[config.mk]
export PLATFORM = sky130hd
export DESIGN_NAME = pps_port_status
export DESIGN_NICKNAME = d
export VERILOG_FILES = /design/src/verilog/pps_pkg.sv /design/src/verilog/pps_port_status.sv /design/src/verilog/pps_strap_sync.sv
export SDC_FILE = /design/constraint.sdc
export NUM_CORES = 1
export LEC_CHECK = 0
export BUFFER_PORTS_ARGS = -buffer_cell sky130_fd_sc_hd__buf_2
export CORE_ASPECT_RATIO = 1.1
export CORE_UTILIZATION = 56
export CTS_BUF_LIST = sky130_fd_sc_hd__clkbuf_8
export CTS_CLUSTER_DIAMETER = 80
export DETAILED_ROUTE_END_ITERATION = 6
export MAX_ROUTING_LAYER = met4
export PLACE_DENSITY = 0.91
export SLEW_MARGIN = 15
export SYNTH_ARGS = -nofsm -noshare
export SYNTH_HDL_FRONTEND = slang
export SYNTH_HIERARCHICAL = 1
export SYNTH_SLANG_ARGS = --single-unit
[constraint.sdc]
create_clock -name core_clk_in -period 2.79 [get_ports core_clk_in]
set_input_delay 0.4185 -clock core_clk_in [delete_from_list [all_inputs] [get_ports core_clk_in]]
set_output_delay 0.4185 -clock core_clk_in [all_outputs]
set_load 0.05 [all_outputs]
[src/verilog/pps_pkg.sv]
// Package for the per-port status word of one transceiver port.
// Assumes a single core clock domain and a synchronous, active-high reset.
package pps_pkg;

    // ------------------------------------------------------------------
    // Register map
    // ------------------------------------------------------------------
    localparam logic [4:0] PPS_ADDR_STATUS = 5'h14;
    localparam int PPS_DATA_W = 16;
    localparam logic [15:0] PPS_STATUS_RESET = 16'h0000;

    // ------------------------------------------------------------------
    // Status word bit positions
    // ------------------------------------------------------------------
    localparam int PPS_BIT_LINK = 13;
    localparam int PPS_BIT_DUPLEX = 12;
    localparam int PPS_BIT_SPEED = 11;
    localparam int PPS_BIT_AN_DONE = 9;
    localparam int PPS_BIT_PAGE_RX = 8;
    localparam int PPS_BIT_CIPHER_LOCK = 6;
    localparam int PPS_BIT_SYMBOL_ERR = 5;
    localparam int PPS_BIT_MLT3_ERR = 4;
    localparam int PPS_BIT_LOW_VOLT = 2;

    // ------------------------------------------------------------------
    // Latching-high flag indices
    // ------------------------------------------------------------------
    localparam int PPS_LH_SYMBOL = 0;
    localparam int PPS_LH_MLT3 = 1;
    localparam int PPS_LH_LOWV = 2;
    localparam int PPS_LH_COUNT = 3;

    // ------------------------------------------------------------------
    // Strap capture
    // ------------------------------------------------------------------
    localparam int PPS_SYNC_STAGES = 3;
    localparam int PPS_STRAP_COUNT = 3;
    localparam logic [2:0] PPS_STRAP_SETTLE_CYCLES = 3'h4;
    localparam logic [2:0] PPS_CNT_ZERO = 3'h0;
    localparam logic [2:0] PPS_CNT_ONE = 3'h1;
    localparam int PPS_STRAP_LINK_TEST = 0;
    localparam int PPS_STRAP_BYPASS = 1;
    localparam int PPS_STRAP_FIBER = 2;

    typedef enum logic [1:0] {
        PPS_ST_RESET = 2'b00,
        PPS_ST_SETTLE = 2'b01,
        PPS_ST_DONE = 2'b11
    } pps_strap_state_type;

endpackage : pps_pkg

[src/verilog/pps_port_status.sv]
// Per-port status word and strap-derived configuration defaults of one port.
// Assumes datapath indications arrive on core_clk_in; strap pins are asynchronous.
`timescale 1ns/1ps
`default_nettype none
module pps_port_status
    import pps_pkg::*;
#(
    parameter int PORT_INDEX = 0,
    parameter bit PARTIAL_FIBER_VARIANT = 1'b0
) (
    input wire logic core_clk_in,
    input wire logic srst_in,
    // Management read access.
    input wire logic mgmt_rd_in,
    input wire logic [4:0] mgmt_addr_in,
    output logic [15:0] mgmt_rd_data_out,
    output logic mgmt_rd_valid_out,
    // Datapath indications on the core clock.
    input wire logic link_up_in,
    input wire logic full_duplex_in,
    input wire logic speed_100_in,
    input wire logic an_enable_in,
    input wire logic an_complete_in,
    input wire logic page_received_in,
    input wire logic tx100_mode_in,
    input wire logic descrambler_locked_in,
    input wire logic symbol_error_in,
    input wire logic mlt3_error_in,
    input wire logic low_voltage_in,
    // Strap pins, asynchronous.
    input wire logic link_test_strap_in,
    input wire logic scrambler_bypass_strap_in,
    input wire logic fiber_select_strap_in,
    // Configuration defaults and status mirrors.
    output logic link_test_disable_out,
    output logic scrambler_bypass_out,
    output logic fiber_select_out,
    output logic strap_done_out,
    output logic basic_an_complete_out
);

    // ------------------------------------------------------------------
    // Functions
    // ------------------------------------------------------------------
    function automatic logic port_is_tp_only(input int idx, input bit partial);
        port_is_tp_only = partial && ((idx == 0) || (idx == 2));
    endfunction

    // ------------------------------------------------------------------
    // Strap synchronisation
    // ------------------------------------------------------------------
    logic [PPS_STRAP_COUNT-1:0] strap_pins, strap_level;

    always_comb begin
        strap_pins = '0;
        strap_pins[PPS_STRAP_LINK_TEST] = link_test_strap_in;
        strap_pins[PPS_STRAP_BYPASS] = scrambler_bypass_strap_in;
        strap_pins[PPS_STRAP_FIBER] = fiber_select_strap_in;
    end

    pps_strap_sync #(
        .WIDTH(PPS_STRAP_COUNT)
    ) u_strap_sync (
        .core_clk_in(core_clk_in),
        .srst_in(srst_in),
        .pin_in(strap_pins),
        .level_out(strap_level)
    );

    // ------------------------------------------------------------------
    // Strap capture after reset release
    // ------------------------------------------------------------------
    // Straps are only sampled once the synchroniser has filled, so a reset
    // never loads a pin level directly into a flop.
    pps_strap_state_type st_q, st_d;
    logic [2:0] cnt_q, cnt_d;
    logic lt_dis_q, lt_dis_d;
    logic bypass_q, bypass_d;
    logic fiber_q, fiber_d;
    logic done_q, done_d;

    always_comb begin
        st_d = st_q;
        cnt_d = cnt_q;
        lt_dis_d = lt_dis_q;
        bypass_d = bypass_q;
        fiber_d = fiber_q;
        case (st_q)
            PPS_ST_RESET: begin
                cnt_d = PPS_STRAP_SETTLE_CYCLES;
                st_d = PPS_ST_SETTLE;
            end
            PPS_ST_SETTLE: begin
                if (cnt_q == PPS_CNT_ZERO) begin
                    if (an_enable_in) begin
                        lt_dis_d = 1'b0;
                    end else begin
                        lt_dis_d = strap_level[PPS_STRAP_LINK_TEST];
                    end
                    bypass_d = strap_level[PPS_STRAP_BYPASS];
                    if (port_is_tp_only(PORT_INDEX, PARTIAL_FIBER_VARIANT)) begin
                        fiber_d = 1'b0;
                    end else begin
                        fiber_d = strap_level[PPS_STRAP_FIBER];
                    end
                    st_d = PPS_ST_DONE;
                end else begin
                    cnt_d = cnt_q - PPS_CNT_ONE;
                end
            end
            PPS_ST_DONE: begin
                st_d = PPS_ST_DONE;
            end
            default: begin
                st_d = PPS_ST_RESET;
            end
        endcase
        // The done flag is registered so the output comes straight from a flop.
        done_d = (st_d == PPS_ST_DONE);
    end

    always_ff @(posedge core_clk_in) begin
        if (srst_in) begin
            st_q <= PPS_ST_RESET;
            cnt_q <= PPS_CNT_ZERO;
            lt_dis_q <= 1'b0;
            bypass_q <= 1'b0;
            fiber_q <= 1'b0;
            done_q <= 1'b0;
        end else begin
            st_q <= st_d;
            done_q <= done_d;
            cnt_q <= cnt_d;
            lt_dis_q <= lt_dis_d;
            bypass_q <= bypass_d;
            fiber_q <= fiber_d;
        end
    end

    // ------------------------------------------------------------------
    // Latching-high flags
    // ------------------------------------------------------------------
    logic [PPS_LH_COUNT-1:0] lh_event, lh_q, lh_d;
    logic status_read;

    assign status_read = mgmt_rd_in && (mgmt_addr_in == PPS_ADDR_STATUS);

    always_comb begin
        lh_event = '0;
        lh_event[PPS_LH_SYMBOL] = symbol_error_in;
        lh_event[PPS_LH_MLT3] = mlt3_error_in;
        lh_event[PPS_LH_LOWV] = low_voltage_in;
    end

    // A status word read clears the held value, but an event in the read cycle wins,
    // so nothing that happens during the read is lost.
    always_comb begin
        lh_d = lh_q;
        for (int i = 0; i < PPS_LH_COUNT; i++) begin
            lh_d[i] = lh_event[i] | (lh_q[i] & ~status_read);
        end
    end

    always_ff @(posedge core_clk_in) begin
        if (srst_in) begin
            lh_q <= '0;
        end else begin
            lh_q <= lh_d;
        end
    end

    // ------------------------------------------------------------------
    // Status word and read port
    // ------------------------------------------------------------------
    logic [15:0] status_word;
    logic [15:0] rd_data_q, rd_data_d;
    logic rd_valid_q, rd_valid_d;
    logic an_done_q, an_done_d;

    assign an_done_d = an_complete_in;

    always_comb begin
        status_word = PPS_STATUS_RESET;
        status_word[PPS_BIT_LINK] = link_up_in;
        status_word[PPS_BIT_DUPLEX] = full_duplex_in;
        status_word[PPS_BIT_SPEED] = speed_100_in;
        status_word[PPS_BIT_AN_DONE] = an_complete_in;
        status_word[PPS_BIT_PAGE_RX] = page_received_in;
        status_word[PPS_BIT_CIPHER_LOCK] = tx100_mode_in & descrambler_locked_in;
        status_word[PPS_BIT_SYMBOL_ERR] = lh_q[PPS_LH_SYMBOL] | lh_event[PPS_LH_SYMBOL];
        status_word[PPS_BIT_MLT3_ERR] = lh_q[PPS_LH_MLT3] | lh_event[PPS_LH_MLT3];
        status_word[PPS_BIT_LOW_VOLT] = lh_q[PPS_LH_LOWV] | lh_event[PPS_LH_LOWV];
    end

    // Unmapped addresses answer with zero so the controller never stalls.
    always_comb begin
        rd_valid_d = mgmt_rd_in;
        rd_data_d = rd_data_q;
        if (mgmt_rd_in) begin
            rd_data_d = status_read ? status_word : PPS_STATUS_RESET;
        end
    end

    always_ff @(posedge core_clk_in) begin
        if (srst_in) begin
            rd_data_q <= PPS_STATUS_RESET;
            rd_valid_q <= 1'b0;
            an_done_q <= 1'b0;
        end else begin
            rd_data_q <= rd_data_d;
            rd_valid_q <= rd_valid_d;
            an_done_q <= an_done_d;
        end
    end

    // ------------------------------------------------------------------
    // Outputs
    // ------------------------------------------------------------------
    assign mgmt_rd_data_out = rd_data_q;
    assign mgmt_rd_valid_out = rd_valid_q;
    assign link_test_disable_out = lt_dis_q;
    assign scrambler_bypass_out = bypass_q;
    assign fiber_select_out = fiber_q;
    assign strap_done_out = done_q;
    assign basic_an_complete_out = an_done_q;

    initial begin
        if (PORT_INDEX < 0 || PORT_INDEX > 3) begin
            $error("pps_port_status: PORT_INDEX must be 0 to 3.");
        end
    end

endmodule // pps_port_status
`default_nettype wire

[src/verilog/pps_strap_sync.sv]
// Three-stage synchroniser for asynchronous strap pins.
// Assumes the pins are static levels; a change is taken once stages two and three agree.
`timescale 1ns/1ps
`default_nettype none
module pps_strap_sync #(
    parameter int WIDTH = 3
) (
    input wire logic core_clk_in,
    input wire logic srst_in,
    input wire logic [WIDTH-1:0] pin_in,
    output logic [WIDTH-1:0] level_out
);
    // ------------------------------------------------------------------
    // Stages
    // ------------------------------------------------------------------
    logic [WIDTH-1:0] s1_q, s2_q, s3_q, level_q;
    logic [WIDTH-1:0] level_d;

    always_comb begin
        level_d = level_q;
        for (int i = 0; i < WIDTH; i++) begin
            if (s2_q[i] == s3_q[i]) begin
                level_d[i] = s3_q[i];
            end
        end
    end

    // The first stage feeds only the second; no logic looks at it.
    always_ff @(posedge core_clk_in) begin
        if (srst_in) begin
            s1_q <= '0;
            s2_q <= '0;
            s3_q <= '0;
            level_q <= '0;
        end else begin
            s1_q <= pin_in;
            s2_q <= s1_q;
            s3_q <= s2_q;
            level_q <= level_d;
        end
    end

    assign level_out = level_q;

    initial begin
        if (WIDTH < 1) begin
            $error("pps_strap_sync: WIDTH must be at least 1.");
        end
    end
endmodule // pps_strap_sync
`default_nettype wire
==> impl_metrics.ini <==
[run_status]
status = finished clean

[power_and_ir_drop]
powerDensity_nw_per_um2 = 647
clkPwrFrac_pct = 33.5
power.share.switching_pct = 26.7
power_mw = 1.06
p_leak_nw = 0.716
seq_power_share_pct = 51.1
switchingPower_mw = 0.284
vdd_drop_max_mv = 0.529
combPwrFrac_pct = 15.4
internal_power_mw = 0.780

[hold_path]
min_from = link_test_strap_in
holdPathStages = 2
hold_path.class = in -> reg
min_to = u_strap_sync/s1_q[0]

[synthesis]
ys_seq_area_share_pct = 49.8
netlist-cell-type-count = 37
synthXorXnorAreaFrac_pct = 0
yosys.area_share.simple_pct = 21.0
syn-cell-area_sq_um = 1410
avgSynthCellArea_sq_um = 10.3
ys_ff_latch = 35
synth-adder-area-share_pct = 1.78
synth_top_family_by_area = simple AND/OR/NAND/NOR gates
syn-instance-count = 137
synth-compound-area-share_pct = 16.3
yosys_warnings = 6
synth_mux_area_share_pct = 1.42

[routing]
antenna_left = 0
wl_per_cell_um = 11.8
avgViaCountPerCell = 5.18
dr.first_iter.drc_count = 14
first_pass_iters = 4
routed_wl_mm = 2.41
vias = 1056
drc = 0

[floorplan]
fp.dieH_um = 54.6
die_area_sq_um = 2720
core_sq_um = 2320
chipWidth_um = 49.8
row_count = 18
start_util_pct = 60.7
io_pins = 44

[critical_path]
crit-reg2reg-launch = cnt_q[0]
reg2reg_depth = 5
max_stage_delay_ns = 0.33
crit_type = reg -> reg
crit_required_ns = 2.93
crit_buf_inv = 1
critPathMaxFanout = 4
cp_cell_sequence = inv_1 -> ha_1 -> and4bb_2 -> mux2i_1 -> nor2_1
r2r_end = fiber_select_out
reg2reg_slack_ns = 1.45
cp_top_family = simple AND/OR/NAND/NOR gates
endpoint_kind = flop
start_kind = flop
arrival_ns = 1.48
slowest_stage = dfxtp_1

[finish]
final_common_cell = buf_2
regArea_sq_um = 701
most-common-layout-cells = 36 x buf_2, 35 x dfxtp_1, 12 x inv_1
syn_to_final_growth_pct = 17.0
antenna_cells = 0
layout-drive-gt1-share_pct = 35.1
fin_area_sq_um = 1650
fill_cells = 167
multi_input_area_sq_um = 596
nets = 198

[global_route]
busiest_layer = met2
grt_overflow = 0
grt_use_met1_pct = 19.9
grt_use_total_pct = 20.8
grt_max_degree = 42
grt_pass1_vias = 961
met2_usage_pct = 35.6
met3_usage_pct = 9.17
antenna_found_initial = 0
grt_pass1_wl_mm = 3.84

[cts]
clkSinkCount = 35
cts_buffer_depth = 2
cts_tree = built
root_buffer = clkbuf_8
post_cts_resized = 0
clkSlewWorstSetupHoldPaths_ns = 0.07
h-tree-depth = 2
postCtsSetupBuffers = 0
cts_hold_buffers = 0
cts_buffers = 5
clk_latency_ns = 0.28

[place]
pre_cts_slack_ns = 1.29
hpwl_mm = 1.75
gp_congestion = 0.755
place_area_sq_um = 1560
portBuffers = 36

[timing]
setup_tns_ns = 0
fmax_mhz = 744
hold_slack_ns = 0.347
finalHoldViolCount = 0
fin_ws_ns = 1.45
post-route-min-period_ns = 1.34
rsz0062_at_grt = no
tightest_slew_ns = 0.747
slew_violations = 0
finalClockSkew_ns = 0.00801
relSlewSlack_pct = 50.2
setup_viol = 0
min_period_over_period_pct = 48.2

[job]
maxCapViolCount = 0
per-stage QoR:
| step | instances | util, % |
|---|---|---|
| 3_3_place_gp | 197 | 67.2 |
| 4_1_cts | 204 | 71.0 |
| 5_1_grt | 204 | 71.0 |
| 3_5_place_dp | 197 | 67.2 |
| 2_1_floorplan | 143 | - |
| 6_report | 204 | 71.0 |
per-layer routing:
layer  vias to the layer above  wire [um]
met1                       479        955
li1                        521          -
met3                         5        186
met5                         -          0
met2                        51       1220
met4                         0         46
how the worst max path moves through the flow:
stage,startpoint,endpoint,slack [ns],cells past startpoint
4_1_cts,cnt_q[0],fiber_select_out,1.44,5
2_1_floorplan,mgmt_addr_in[1],lh_q[0],1.52,3
6_report,cnt_q[0],fiber_select_out,1.45,5
3_5_place_dp,mgmt_rd_in,lh_q[1],1.29,4
3_3_place_gp,mgmt_rd_in,lh_q[0],1.34,4
5_1_grt,cnt_q[0],scrambler_bypass_out,1.36,5
power by group through the flow:
stage | registers, mW | clock network [mW] | logic (mW)
after floorplan | 0.570 | 0 | 0.116
after global placement | 0.552 | 0 | 0.157
after detailed placement | 0.555 | 0 | 0.165
after CTS | 0.544 | 0.366 | 0.165
after global routing | 0.547 | 0.384 | 0.182
final | 0.544 | 0.357 | 0.164
sequential cells by signal, summed over array words and instances, names as in the netlist, 2 cells and up:
name / flops
u_strap_sync/level_out: 3
cnt_q: 3
u_strap_sync/s2_q: 3
lh_q: 3
mgmt_rd_data_out: 9
st_q: 2
u_strap_sync/s1_q: 3
u_strap_sync/s3_q: 3
synth_stat cells:
library cell,number,share of area (%)
nor2b_4,1,0.98
o21ai_0,1,0.36
inv_1,12,3.2
a21o_1,1,0.53
a21oi_1,8,2.8
nor2b_2,6,3.7
nor2_1,4,1.1
dfxtp_1,35,50
o2111ai_1,3,1.9
o2bb2ai_1,1,0.62
o22ai_1,1,0.44
nand3_2,1,0.71
buf_2,2,0.71
a211o_1,1,0.62
and4bb_2,1,0.89
a21oi_2,3,1.9
nor2b_1,4,1.8
nand2_1,5,1.3
or3b_2,1,0.62
or4b_4,1,0.98
o31ai_1,1,0.53
o31ai_2,1,0.89
nand3b_1,1,0.53
o21ai_1,6,2.1
and2b_2,2,1.2
clkbuf_1,1,0.27
conb_1,1,0.27
mux2i_1,2,1.4
a31oi_1,1,0.44
o32ai_1,5,3.1
nor4b_4,1,1.7
or2_1,2,0.89
buf_4,7,3.7
buf_6,2,1.6
nor3b_1,1,0.53
nand2b_1,9,4.0
ha_1,2,1.8
area by class of cell:
| class | instances | share of cell area (%) |
|---|---|---|
| inverter | 12 | 2.74 |
| clock inverter | 1 | 0.304 |
| multi-input combinational | 84 | 36.2 |
| clock buffer | 6 | 5.02 |
| tap | 30 | 2.28 |
| timing repair buffer | 36 | 10.9 |
| sequential | 35 | 42.6 |
cells by family after synthesis:
| logic type | Yosys count |
|---|---|
| simple gates | 40 |
| buf+inv | 24 |
| compound gates | 33 |
| flops | 35 |
| fa+ha+maj | 2 |
| other cells | 1 |
| mux | 2 |
(Power assumes the default switching activity.)
